**src/verilog/flash_host_pkg.sv**
```systemverilog
`default_nettype none
package flash_host_pkg;

  // ****************************************
  // clock and pin timing
  // ****************************************
  localparam int CLK_MHZ = 250;
  localparam int T_SETUP_NS = 20;
  localparam int T_WE_PULSE_NS = 50;
  localparam int T_HOLD_NS = 20;
  localparam int T_ACCESS_NS = 85;
  localparam int T_WAKE_WRITE_NS = 1000;
  localparam int T_WAKE_READ_NS = 400;

  // least times, rounded up to whole cycles
  function automatic logic [8:0] ns_to_cyc(input int ns);
    return 9'((ns * CLK_MHZ + 999) / 1000);
  endfunction : ns_to_cyc

  localparam logic [8:0] CYC_SETUP = ns_to_cyc(T_SETUP_NS);
  localparam logic [8:0] CYC_WE_PULSE = ns_to_cyc(T_WE_PULSE_NS);
  localparam logic [8:0] CYC_HOLD = ns_to_cyc(T_HOLD_NS);
  localparam logic [8:0] CYC_ACCESS = ns_to_cyc(T_ACCESS_NS);
  localparam logic [8:0] CYC_SYNC = 9'h002;
  localparam logic [8:0] CYC_WAKE_WRITE = ns_to_cyc(T_WAKE_WRITE_NS);
  localparam logic [8:0] CYC_WAKE_READ = ns_to_cyc(T_WAKE_READ_NS);

  // ****************************************
  // register map
  // ****************************************
  localparam logic [7:0] OFS_CONFIG = 8'h00;
  localparam logic [7:0] OFS_COMMAND = 8'h04;
  localparam logic [7:0] OFS_ADDR = 8'h08;
  localparam logic [7:0] OFS_WDATA = 8'h0C;
  localparam logic [7:0] OFS_RDATA = 8'h10;
  localparam logic [7:0] OFS_STATUS = 8'h14;

  localparam int CFG_PD_BIT = 0;
  localparam int CFG_SUPPLY_BIT = 1;
  localparam int ST_BUSY_BIT = 0;
  localparam int ST_READY_BIT = 1;
  localparam int ST_AWAKE_BIT = 2;
  localparam int ST_DONE_BIT = 3;
  localparam int ST_REFUSED_BIT = 4;

  localparam logic RST_PD = 1'b0;
  localparam logic RST_SUPPLY = 1'b0;
  localparam logic [19:0] RST_ADDR = 20'h00000;
  localparam logic [7:0] RST_WDATA = 8'h00;

  // ****************************************
  // operations and device command codes
  // ****************************************
  localparam logic [3:0] OP_READ_ARRAY = 4'h0;
  localparam logic [3:0] OP_READ_ID = 4'h1;
  localparam logic [3:0] OP_READ_STATUS = 4'h2;
  localparam logic [3:0] OP_CLEAR_STATUS = 4'h3;
  localparam logic [3:0] OP_ERASE = 4'h4;
  localparam logic [3:0] OP_SUSPEND = 4'h5;
  localparam logic [3:0] OP_RESUME = 4'h6;
  localparam logic [3:0] OP_BYTE_WRITE = 4'h7;
  localparam logic [3:0] OP_ALT_WRITE = 4'h8;
  localparam logic [3:0] OP_PLAIN_READ = 4'h9;

  localparam logic [7:0] CMD_READ_ARRAY = 8'hFF;
  localparam logic [7:0] CMD_READ_ID = 8'h90;
  localparam logic [7:0] CMD_READ_STATUS = 8'h70;
  localparam logic [7:0] CMD_CLEAR_STATUS = 8'h50;
  localparam logic [7:0] CMD_ERASE_SETUP = 8'h20;
  localparam logic [7:0] CMD_CONFIRM = 8'hD0;
  localparam logic [7:0] CMD_SUSPEND = 8'hB0;
  localparam logic [7:0] CMD_WRITE_SETUP = 8'h40;
  localparam logic [7:0] CMD_ALT_WRITE_SETUP = 8'h10;

  localparam logic [1:0] KIND_NONE = 2'h0;
  localparam logic [1:0] KIND_WRITE = 2'h1;
  localparam logic [1:0] KIND_READ = 2'h2;

  function automatic logic op_legal(input logic [3:0] op);
    return op <= OP_PLAIN_READ;
  endfunction : op_legal

  function automatic logic needs_cmd(input logic [3:0] op);
    return op != OP_PLAIN_READ;
  endfunction : needs_cmd

  function automatic logic [7:0] first_code(input logic [3:0] op);
    case (op)
      OP_READ_ID: return CMD_READ_ID;
      OP_READ_STATUS: return CMD_READ_STATUS;
      OP_CLEAR_STATUS: return CMD_CLEAR_STATUS;
      OP_ERASE: return CMD_ERASE_SETUP;
      OP_SUSPEND: return CMD_SUSPEND;
      OP_RESUME: return CMD_CONFIRM;
      OP_BYTE_WRITE: return CMD_WRITE_SETUP;
      OP_ALT_WRITE: return CMD_ALT_WRITE_SETUP;
      default: return CMD_READ_ARRAY;
    endcase
  endfunction : first_code

  function automatic logic [1:0] second_kind(input logic [3:0] op);
    case (op)
      OP_READ_ID, OP_READ_STATUS, OP_PLAIN_READ: return KIND_READ;
      OP_ERASE, OP_BYTE_WRITE, OP_ALT_WRITE: return KIND_WRITE;
      default: return KIND_NONE;
    endcase
  endfunction : second_kind

  function automatic logic [7:0] second_data(input logic [3:0] op, input logic [7:0] wd);
    return (op == OP_ERASE) ? CMD_CONFIRM : wd;
  endfunction : second_data

endpackage : flash_host_pkg
`default_nettype wire

```
**src/verilog/flash_bus_cycle.sv**
```systemverilog
`timescale 1ns/1ps
`default_nettype none
module flash_bus_cycle (
  input wire logic core_clk,
  input wire logic rst_n,
  input wire logic start,
  input wire logic is_read,
  input wire logic [19:0] addr,
  input wire logic [7:0] wdata,
  output logic done,
  output logic [7:0] rdata,
  output logic [19:0] flash_addr,
  output logic flash_ce_n,
  output logic flash_oe_n,
  output logic flash_we_n,
  output logic [7:0] data_pins_out,
  output logic data_pins_oe_n,
  input wire logic [7:0] data_pins_in
);

  typedef enum logic [2:0] {E_IDLE, E_SETUP, E_STROBE, E_HOLD, E_ACCESS} cyc_state_t;

  cyc_state_t st_ff;
  cyc_state_t nxt_st;
  logic [8:0] cnt_ff;
  logic [8:0] nxt_cnt;
  logic [8:0] limit;
  logic [7:0] din_meta_ff;
  logic [7:0] din_sync_ff;
  logic last;
  logic go_new;
  logic [19:0] addr_ff;
  logic [7:0] dout_ff;
  logic ce_n_ff;
  logic oe_n_ff;
  logic we_n_ff;
  logic doe_n_ff;
  logic [7:0] rdata_ff;

  // ****************************************
  // phase length and sequencing
  // ****************************************
  // a read waits the access time plus the two synchroniser stages
  assign limit = (st_ff == E_SETUP) ? flash_host_pkg::CYC_SETUP :
                 (st_ff == E_STROBE) ? flash_host_pkg::CYC_WE_PULSE :
                 (st_ff == E_HOLD) ? flash_host_pkg::CYC_HOLD :
                 9'(flash_host_pkg::CYC_ACCESS + flash_host_pkg::CYC_SYNC);
  assign last = (cnt_ff == 9'(limit - 9'h001));
  assign done = last && (st_ff == E_HOLD || st_ff == E_ACCESS);
  // a new cycle may chain on the last cycle of the previous one
  assign go_new = start && (st_ff == E_IDLE || done);

  always_comb
  begin
    nxt_st = st_ff;
    if (go_new)
      nxt_st = is_read ? E_ACCESS : E_SETUP;
    else if (last)
    begin
      unique case (st_ff)
        E_IDLE: nxt_st = E_IDLE;
        E_SETUP: nxt_st = E_STROBE;
        E_STROBE: nxt_st = E_HOLD;
        E_HOLD: nxt_st = E_IDLE;
        E_ACCESS: nxt_st = E_IDLE;
      endcase
    end
  end

  assign nxt_cnt = (go_new || nxt_st != st_ff) ? 9'h000 : 9'(cnt_ff + 9'h001);

  // state and counter
  always_ff @(posedge core_clk)
  begin
    if (!rst_n)
    begin
      st_ff <= E_IDLE;
      cnt_ff <= 9'h000;
    end
    else
    begin
      st_ff <= nxt_st;
      cnt_ff <= (nxt_st == E_IDLE) ? 9'h000 : nxt_cnt;
    end
  end

  // ****************************************
  // pins
  // ****************************************
  // controls follow the next phase so they change right after the edge
  always_ff @(posedge core_clk)
  begin
    if (!rst_n)
    begin
      ce_n_ff <= 1'b1;
      oe_n_ff <= 1'b1;
      we_n_ff <= 1'b1;
      doe_n_ff <= 1'b1;
    end
    else
    begin
      ce_n_ff <= (nxt_st == E_IDLE);
      oe_n_ff <= (nxt_st != E_ACCESS);
      we_n_ff <= (nxt_st != E_STROBE);
      doe_n_ff <= !(nxt_st == E_SETUP || nxt_st == E_STROBE || nxt_st == E_HOLD);
    end
  end

  // address and data stay put for the whole cycle, so the rising write edge latches them
  always_ff @(posedge core_clk)
  begin
    if (!rst_n)
    begin
      addr_ff <= 20'h00000;
      dout_ff <= 8'h00;
    end
    else if (go_new)
    begin
      addr_ff <= addr;
      dout_ff <= wdata;
    end
  end

  // the bus pins are asynchronous to us; only the second stage is looked at
  always_ff @(posedge core_clk)
  begin
    if (!rst_n)
    begin
      din_meta_ff <= 8'h00;
      din_sync_ff <= 8'h00;
      rdata_ff <= 8'h00;
    end
    else
    begin
      din_meta_ff <= data_pins_in;
      din_sync_ff <= din_meta_ff;
      if (done && st_ff == E_ACCESS)
        rdata_ff <= din_sync_ff;
    end
  end

  assign flash_addr = addr_ff;
  assign flash_ce_n = ce_n_ff;
  assign flash_oe_n = oe_n_ff;
  assign flash_we_n = we_n_ff;
  assign data_pins_out = dout_ff;
  assign data_pins_oe_n = doe_n_ff;
  assign rdata = rdata_ff;

  // ****************************************
  // checks
  // ****************************************
  localparam int PULSE_LEN = int'(flash_host_pkg::CYC_WE_PULSE);
  localparam int MAX_CYC = 60;
endmodule : flash_bus_cycle
`default_nettype wire

```
**src/verilog/flash_host_ctrl.sv**
```systemverilog
// The address map and the APB interface to the registers are this design's own decisions.
`timescale 1ns/1ps
`default_nettype none
module flash_host_ctrl (
  input wire logic core_clk,
  input wire logic rst_n,
  input wire logic psel,
  input wire logic penable,
  input wire logic pwrite,
  input wire logic [7:0] paddr,
  input wire logic [31:0] pwdata,
  output logic [31:0] prdata,
  output logic pready,
  output logic pslverr,
  output logic [19:0] flash_addr,
  output logic flash_ce_n,
  output logic flash_oe_n,
  output logic flash_we_n,
  output logic power_down_n,
  output logic program_supply_en,
  output logic [7:0] data_pins_out,
  output logic data_pins_oe_n,
  input wire logic [7:0] data_pins_in,
  input wire logic ready_busy_n
);

  typedef enum logic [1:0] {M_IDLE, M_FIRST, M_SECOND} seq_state_t;

  seq_state_t st_ff;
  seq_state_t nxt_st;
  logic pd_ff;
  logic supply_ff;
  logic [3:0] op_ff;
  logic [19:0] addr_ff;
  logic [7:0] wdata_ff;
  logic done_ff;
  logic refused_ff;
  logic [8:0] wake_cnt_ff;
  logic rb_meta_ff;
  logic rb_sync_ff;
  logic [31:0] prdata_ff;

  // ****************************************
  // register decode
  // ****************************************
  logic apb_setup;
  logic apb_wr;
  logic sel_cfg;
  logic sel_cmd;
  logic sel_addr;
  logic sel_wdata;
  logic sel_rdata;
  logic sel_status;
  logic mapped;
  logic [31:0] rd_mux;
  logic [31:0] status_word;
  logic [3:0] cmd_op;
  logic cmd_wr;
  logic awake;
  logic accept;
  logic refuse;
  logic seq_end;
  logic eng_start;
  logic eng_read;
  logic [7:0] eng_wdata;
  logic eng_done;
  logic [7:0] eng_rdata;
  logic idle;

  // zero-wait slave: every access phase completes at once
  assign apb_setup = psel && !penable;
  assign apb_wr = psel && penable && pwrite;
  assign sel_cfg = (paddr == flash_host_pkg::OFS_CONFIG);
  assign sel_cmd = (paddr == flash_host_pkg::OFS_COMMAND);
  assign sel_addr = (paddr == flash_host_pkg::OFS_ADDR);
  assign sel_wdata = (paddr == flash_host_pkg::OFS_WDATA);
  assign sel_rdata = (paddr == flash_host_pkg::OFS_RDATA);
  assign sel_status = (paddr == flash_host_pkg::OFS_STATUS);
  assign mapped = sel_cfg || sel_cmd || sel_addr || sel_wdata || sel_rdata || sel_status;
  assign pready = psel && penable;
  assign pslverr = psel && penable && !mapped;
  assign prdata = prdata_ff;

  assign status_word = {27'h0000000, refused_ff, done_ff, awake, rb_sync_ff, !idle};
  assign rd_mux = sel_cfg ? {30'h00000000, supply_ff, pd_ff} :
                  sel_cmd ? {28'h0000000, op_ff} :
                  sel_addr ? {12'h000, addr_ff} :
                  sel_wdata ? {24'h000000, wdata_ff} :
                  sel_rdata ? {24'h000000, eng_rdata} :
                  sel_status ? status_word : 32'h00000000;

  // read data is taken in the setup cycle so it is a flop by the access phase
  always_ff @(posedge core_clk)
  begin
    if (!rst_n)
      prdata_ff <= 32'h00000000;
    else if (apb_setup)
      prdata_ff <= rd_mux;
  end

  // ****************************************
  // command acceptance
  // ****************************************
  // a command is refused while a sequence runs, before wake-up or in power-down
  assign idle = (st_ff == M_IDLE);
  assign cmd_op = pwdata[3:0];
  assign cmd_wr = apb_wr && sel_cmd;
  assign awake = (wake_cnt_ff == flash_host_pkg::CYC_WAKE_WRITE);
  assign accept = cmd_wr && idle && awake && !pd_ff && flash_host_pkg::op_legal(cmd_op);
  assign refuse = cmd_wr && !accept;

  // first cycle writes the command code, second writes confirm or data, or reads
  assign eng_start = accept ||
    (st_ff == M_FIRST && eng_done && flash_host_pkg::second_kind(op_ff) != flash_host_pkg::KIND_NONE);
  assign eng_read = idle ? !flash_host_pkg::needs_cmd(cmd_op) :
                    (flash_host_pkg::second_kind(op_ff) == flash_host_pkg::KIND_READ);
  assign eng_wdata = idle ? flash_host_pkg::first_code(cmd_op) :
                     flash_host_pkg::second_data(op_ff, wdata_ff);
  assign seq_end = eng_done &&
    (st_ff == M_SECOND ||
     (st_ff == M_FIRST && flash_host_pkg::second_kind(op_ff) == flash_host_pkg::KIND_NONE));

  // sequence state
  always_comb
  begin
    nxt_st = st_ff;
    unique case (st_ff)
      M_IDLE:
        if (accept)
          nxt_st = flash_host_pkg::needs_cmd(cmd_op) ? M_FIRST : M_SECOND;
      M_FIRST:
        if (eng_done)
          nxt_st = seq_end ? M_IDLE : M_SECOND;
      M_SECOND:
        if (eng_done)
          nxt_st = M_IDLE;
    endcase
  end

  always_ff @(posedge core_clk)
  begin
    if (!rst_n)
    begin
      st_ff <= M_IDLE;
      op_ff <= flash_host_pkg::OP_READ_ARRAY;
    end
    else
    begin
      st_ff <= nxt_st;
      if (accept)
        op_ff <= cmd_op;
    end
  end

  // ****************************************
  // configuration and operands
  // ****************************************
  // operands are frozen while a sequence runs so both cycles see the same block
  always_ff @(posedge core_clk)
  begin
    if (!rst_n)
    begin
      pd_ff <= flash_host_pkg::RST_PD;
      supply_ff <= flash_host_pkg::RST_SUPPLY;
      addr_ff <= flash_host_pkg::RST_ADDR;
      wdata_ff <= flash_host_pkg::RST_WDATA;
    end
    else
    begin
      if (apb_wr && sel_cfg)
      begin
        pd_ff <= pwdata[flash_host_pkg::CFG_PD_BIT];
        supply_ff <= pwdata[flash_host_pkg::CFG_SUPPLY_BIT];
      end
      if (apb_wr && sel_addr && idle)
        addr_ff <= pwdata[19:0];
      if (apb_wr && sel_wdata && idle)
        wdata_ff <= pwdata[7:0];
    end
  end

  // sticky flags; a new event beats a clear in the same cycle
  always_ff @(posedge core_clk)
  begin
    if (!rst_n)
    begin
      done_ff <= 1'b0;
      refused_ff <= 1'b0;
    end
    else
    begin
      done_ff <= seq_end || (done_ff && !(apb_wr && sel_status && pwdata[flash_host_pkg::ST_DONE_BIT]));
      refused_ff <= refuse || (refused_ff && !(apb_wr && sel_status && pwdata[flash_host_pkg::ST_REFUSED_BIT]));
    end
  end

  // wake timer: restarts in power-down and after reset, since the part may just have powered up
  always_ff @(posedge core_clk)
  begin
    if (!rst_n)
      wake_cnt_ff <= 9'h000;
    else if (pd_ff)
      wake_cnt_ff <= 9'h000;
    else if (!awake)
      wake_cnt_ff <= 9'(wake_cnt_ff + 9'h001);
  end

  // ready/busy comes from the part, so two stages before use
  always_ff @(posedge core_clk)
  begin
    if (!rst_n)
    begin
      rb_meta_ff <= 1'b1;
      rb_sync_ff <= 1'b1;
    end
    else
    begin
      rb_meta_ff <= ready_busy_n;
      rb_sync_ff <= rb_meta_ff;
    end
  end

  assign power_down_n = !pd_ff;
  assign program_supply_en = supply_ff;

  // ****************************************
  // pin cycle engine
  // ****************************************
  flash_bus_cycle u_cycle (
    .core_clk(core_clk),
    .rst_n(rst_n),
    .start(eng_start),
    .is_read(eng_read),
    .addr(addr_ff),
    .wdata(eng_wdata),
    .done(eng_done),
    .rdata(eng_rdata),
    .flash_addr(flash_addr),
    .flash_ce_n(flash_ce_n),
    .flash_oe_n(flash_oe_n),
    .flash_we_n(flash_we_n),
    .data_pins_out(data_pins_out),
    .data_pins_oe_n(data_pins_oe_n),
    .data_pins_in(data_pins_in)
  );
endmodule : flash_host_ctrl
`default_nettype wire

```
**config.mk**
```make
export PLATFORM = sky130hd
export DESIGN_NAME = flash_host_ctrl
export DESIGN_NICKNAME = d
export VERILOG_FILES = /design/src/verilog/flash_host_pkg.sv /design/src/verilog/flash_bus_cycle.sv /design/src/verilog/flash_host_ctrl.sv
export SDC_FILE = /design/constraint.sdc
export NUM_CORES = 1
export LEC_CHECK = 0
export BUFFER_PORTS_ARGS = -buffer_cell sky130_fd_sc_hd__buf_4
export CAP_MARGIN = 20
export CELL_PAD_IN_SITES_DETAIL_PLACEMENT = 0
export CELL_PAD_IN_SITES_GLOBAL_PLACEMENT = 1
export CORE_MARGIN = 3
export CORE_UTILIZATION = 45
export DETAILED_ROUTE_END_ITERATION = 6
export PLACE_DENSITY_LB_ADDON = 0.1
export SYNTH_ARGS = -nofsm -noshare
export SYNTH_HDL_FRONTEND = slang
export SYNTH_HIERARCHICAL = 1
export SYNTH_SLANG_ARGS = --single-unit
```
**constraint.sdc**
```tcl
create_clock -name core_clk -period 6.8 [get_ports core_clk]
set_clock_uncertainty 0.15 [all_clocks]
set_input_delay 0.68 -clock core_clk [delete_from_list [all_inputs] [get_ports core_clk]]
set_output_delay 0.68 -clock core_clk [all_outputs]
set_load 0.1 [all_outputs]
```
======== Word level (Yosys, flattened, before mapping) ========
Memories as Yosys holds them, arrays and structs flattened.
Index checks and enable logic that the tools add are counted.
operators by class
  add/subtract/negate cells ............... 3
  multiply operators ...................... 0
  div/mod/pow operators ................... 0
  magnitude comparators ................... 1
  equal/unequal tests ..................... 30
  shift-type cells ........................ 0
  multiplexer cells ....................... 23
  bitwise operators ....................... 1
  reductions and logical operators ........ 62
operator list
  kind                                                                count
  20-bit 2-to-1 mux                                                   3
  8-bit 2-to-1 mux                                                    4
  1-bit logical AND                                                   27
  9-bit by 1-bit adder with 9-bit output, second input constant       2
  9-bit 2-to-1 mux                                                    2
  8-bit by 4-bit == test with 1-bit output, second input constant     2
  8-bit by 5-bit == test with 1-bit output, second input constant     2
  1-bit logical OR                                                    14
  3-bit by 2-bit == test with 1-bit output, second input constant     4
  3-bit OR reduction                                                  4
  2-bit 2-to-1 mux                                                    5
  5-bit 2-to-1 mux                                                    2
  9-bit by 8-bit == test with 1-bit output, second input constant     1
  9-bit == test                                                       1
  1-bit logical NOT                                                   9
  3-bit 2-to-1 mux                                                    3
  3-bit one-hot mux with 3 select lines                               1
  9-bit by 1-bit subtractor with 9-bit output, second input constant  1
  4-bit by 3-bit == test with 1-bit output, second input constant     2
  4-bit == test, second input constant                                2
  8-bit by 3-bit == test with 1-bit output, second input constant     1
  8-bit logical NOT                                                   1
  3-bit by 1-bit == test with 1-bit output, second input constant     2
  3-bit logical NOT                                                   2
  other kinds (19)                                                    23
storage, ports and cells
  register bits ........................... 149
  bits in latches ......................... 0
  bits in writable memories ............... 0
  memory bits (read-only) ................. 128
  input port bits ......................... 54
  output and inout bits ................... 68
  logic and storage cells ................. 144
  memories kept ........................... 1
memory list
  name             depth  bits a word  read ports  clocked after Yosys merged registers in  wr ports  line                  text
  (no name shown)  16     8            1           0                                        0         flash_host_pkg.sv:88  case (op)

======== Logic depth before layout (Yosys ltp) ========
  depth after elaboration ................. 16
  gate-level depth with buffers ........... 13
  gate-level depth less buffers ........... 11

======== Cells and area by module ========
The synthesis kept the hierarchy.
modules (own cells, without submodules)
  module           times used  cells each  area an instance (sq um)  sequential area each (sq um)
  flash_host_ctrl  1           423         3558.4                    1381.3
  flash_bus_cycle  1           293         2806.4                    1361.3

======== Least setup slack after synthesis ========
No wires, ideal clock.
  path type ............................... input port to output port
  start ................................... input port psel
  end ..................................... output port pslverr
  arrival ................................. 3.752 ns
  required time ........................... 5.970 ns
  setup slack ............................. 2.218 ns
  cell stages on the path ................. 2
  path buffers ............................ 0
  path through ............................ and2_1 > a21boi_0
between the ends
  cells in the longest elaborated chain, start to end .. 2
ends and longest elaborated chain
  what                             line                   text
  from (decl)                      flash_host_ctrl.sv:7   input wire logic psel,
  1-bit logical AND (2 in series)  flash_host_ctrl.sv:81  assign pslverr = psel && penable && !mapped;
  to (decl)                        flash_host_ctrl.sv:14  output logic pslverr,
Every way passes these cells.

==> impl_metrics.toml <==
[cells_and_area]
nets = 855
fill_cells = 1245
num_antenna_cells = 0
fin_area_um2 = 7696
area_delta_synth_final_pct = 20.92
drive_above_1_share_pct = 19.35
final_cells = 982

[detailed_routing]
routed_wl_mm = 15.40
antenna_left = 0
first_pass_iters = 4
viasPerCell = 5.257
drcViolationCount = 0
drt_iter0_markers = 355
wl_per_cell_um = 15.68
vias = 5162

[setup_path]
regToRegStartpoint = "st_ff[1]$_SDFFE_PN0P_"
critPathBufInv = 2
crit_chain = "inv_1 -> ha_1 -> inv_1 -> a211oi_1 -> nand3_1 -> nand2_1 -> nand2b_1 -> or2_2 -> nand2b_1 -> nand3_1 -> nor3_1"
worst_setup_path_start_kind = "flop"
cp-end-kind = "flop"
critPathMaxFanout = 9
crit_type = "reg -> reg"
crit_arrival_ns = 3.51
cp_top_family = "simple AND/OR/NAND/NOR gates"
cpMaxStageDelayCell = "a211oi_1"
slowest_delay_ns = 0.40
worstPathRequired_ns = 6.92
crit_start = "st_ff[1]$_SDFFE_PN0P_"

[status]
outcome = "complete, no violations"

[timing]
min_period_ns = 3.386
rsz0062_at_grt = "no"
finalSetupTns_ns = 0
setup_viol = 0
period_share_pct = 49.80
final-hold-violation-count = 0
drv_slew = 0
slew_headroom_pct = 42.01
hold_ws_ns = 0.2793
fmax_mhz = 295.3
worstMarginPinSlew_ns = 0.8698
setup_slack_ns = 3.414

[place]
portBuffers = 97
gp_congestion = 0.8785
dp.cells = 949
hpwl_mm = 10.61
placed_cell_area_um2 = 7104
dpl_worst_slack_ns = 2.970

[die]
rows = 42
fp.dieArea_um2 = 15610
core_area_um2 = 13560
die_width_um = 124.9
ios = 122
start_util_pct = 46.95
die_y_um = 124.9

[power_and_ir_drop]
powerDensity_nw_per_um2 = 236.1
ir_drop_mv = 0.1552
p_leak_uw = 0.003036

[run]
cap_violations = 0

[clock_tree]
cts.clk_slew.worst_paths_ns = 0.06
cts_resized = 0
htreeDepth = 4
cts_num_sinks = 137
clk_latency_ns = 0.41
numCtsBuffers = 17
cts_buffer_depth = 2
cts_hold_buffers = 0
cts_tree = "built"
root_buffer = "clkbuf_16"
post_cts_buffers = 0

[logic_synthesis]
synth_enable_flop_cells = 0
async_flop_share_pct = 0
synth_top_cell_by_area = "dfxtp_1"
syn-cell-area_um2 = 6365
synth_top_area_share_pct = 43.09
ys_types = 68
ys.flop_type = "dfxtp_1"
yosysWarnings = 6
synthCells = 716
syn_area_per_cell_um2 = 8.889
synthTopCellsByArea = "dfxtp_1, mux2i_1, nand2_1"
synth-seq-area-share_pct = 43.09
ys_ff_latch = 137

[global_route]
grt_pass1_wl_mm = 25.27
grt_pass1_vias = 5098
antenna_found_initial = 0
grt_util_all_layers_pct = 19.54
grt-ovfl-total = 0
grt_max_degree = 104

[min_path]
hold_class = "reg -> reg"
hp-start = "rb_meta_ff$_SDFF_PN1_"
cells in the mapped netlist, types with 5 or more instances:
master	n
inv_1	14
a21boi_0	15
nand2_1	124
a21o_1	6
ha_1	8
a21boi_1	13
and2_1	21
xor2_1	5
o21ai_0	15
or3_1	6
a22oi_1	12
dfxtp_1	137
nand3_1	21
o31ai_1	5
mux2i_1	64
nand2b_1	8
nor2b_1	41
mux2_2	5
a21oi_1	17
nor2_1	31
a211oi_1	5
clkbuf_1	33
nand4_1	6
xnor2_1	9
a31oi_1	6
nor3_1	17
buf_4	16
registers in the layout, summed over array words and instances, names as in the netlist, 2 cells and up:
signal,flops
prdata,20
u_cycle/cnt_ff,9
u_cycle/st_ff,3
u_cycle/din_sync_ff,8
st_ff,2
u_cycle/rdata,8
u_cycle/din_meta_ff,8
u_cycle/flash_addr,20
u_cycle/data_pins_out,8
wdata_ff,8
wake_cnt_ff,9
addr_ff,20
op_ff,4
per-layer routing:
layer	routed length, um	vias to the layer above	track usage, %
li1	-	2593	-
met1	7228	2418	25.39
met2	7126	136	31.81
met3	887	15	4.989
met4	154	0	6.760
met5	0	-	0
worst paths after layout:
check | to | slack, ns | depth (start not counted)
max | u_cycle/cnt_ff[5]$_SDFF_PP0_ | 3.41 | 11
min | rb_sync_ff$_SDFF_PN1_ | 0.28 | 1
max reg2reg | u_cycle/cnt_ff[5]$_SDFF_PP0_ | 3.41 | 11
min reg2reg | rb_sync_ff$_SDFF_PN1_ | 0.28 | 1
report_power, final:
part | internal, uW | switching (uW) | leakage, uW | total [uW]
combinational | 40.1 | 88.9 | 0.00166 | 129
sequential | 810 | 3.68 | 0.00111 | 814
clock | 518 | 357 | 0.000269 | 874
total | 1370 | 449 | 0.00304 | 1820
stage by stage:
step,util [%],total power (uW)
after floorplan,-,928.2
after global placement,52.40,958.4
after detailed placement,52.40,960.3
after CTS,56.56,1837
after global routing,56.76,1881
final,56.76,1817
worst reg2reg max path: cells and delay by family, from the launching register on:
family / cells / cell delay [ns]
AO/OA/AOI/OAI: 1 / 0.40
adder cells (fa/ha/maj): 1 / 0.38
buffers and inverters: 2 / 0.30
flip-flops: 1 / 0.33
AND/OR/NAND/NOR: 7 / 1.69
final cells by class:
type / instances / area (um^2) / area share, %
Clock inverter: 12 / 117.6 / 1.528
Clock buffer: 20 / 446.7 / 5.804
Inverter: 14 / 52.55 / 0.6828
Sequential cell: 137 / 2743 / 35.64
Tap cell: 176 / 220.2 / 2.861
Multi-Input combinational cell: 521 / 3331 / 43.28
Timing Repair Buffer: 102 / 785.8 / 10.21
kinds of logic (layout without fill, tap and decap cells):
| kind of cell | after synthesis | count (layout) | share of synthesized area, % |
|---|---|---|---|
| fa+ha+maj | 9 | 9 | 1.730 |
| compound gates | 119 | 119 | 13.41 |
| simple gates | 297 | 297 | 23.08 |
| xor+xnor | 14 | 14 | 1.927 |
| mux | 70 | 70 | 11.19 |
| flops | 137 | 137 | 43.09 |
| buf+inv | 69 | 148 | 5.524 |
| other cells | 1 | 12 | 0.05892 |
cells in the final DEF, fill, tap and decap left out, drive strengths merged, types with 9 or more instances in the layout:
cell type  netlist  layout
a21boi          28      28
a21oi           17      17
a22oi           12      12
and2            22      22
buf             21     102
clkbuf          34      20
conb             1      12
dfxtp          137     137
inv             14      18
mux2i           64      64
nand2          124     124
nand3           21      21
nor2            31      31
nor2b           41      41
nor3            17      17
o21ai           16      16
xnor2            9       9
Note: power is estimated with default switching activity, not from simulation.
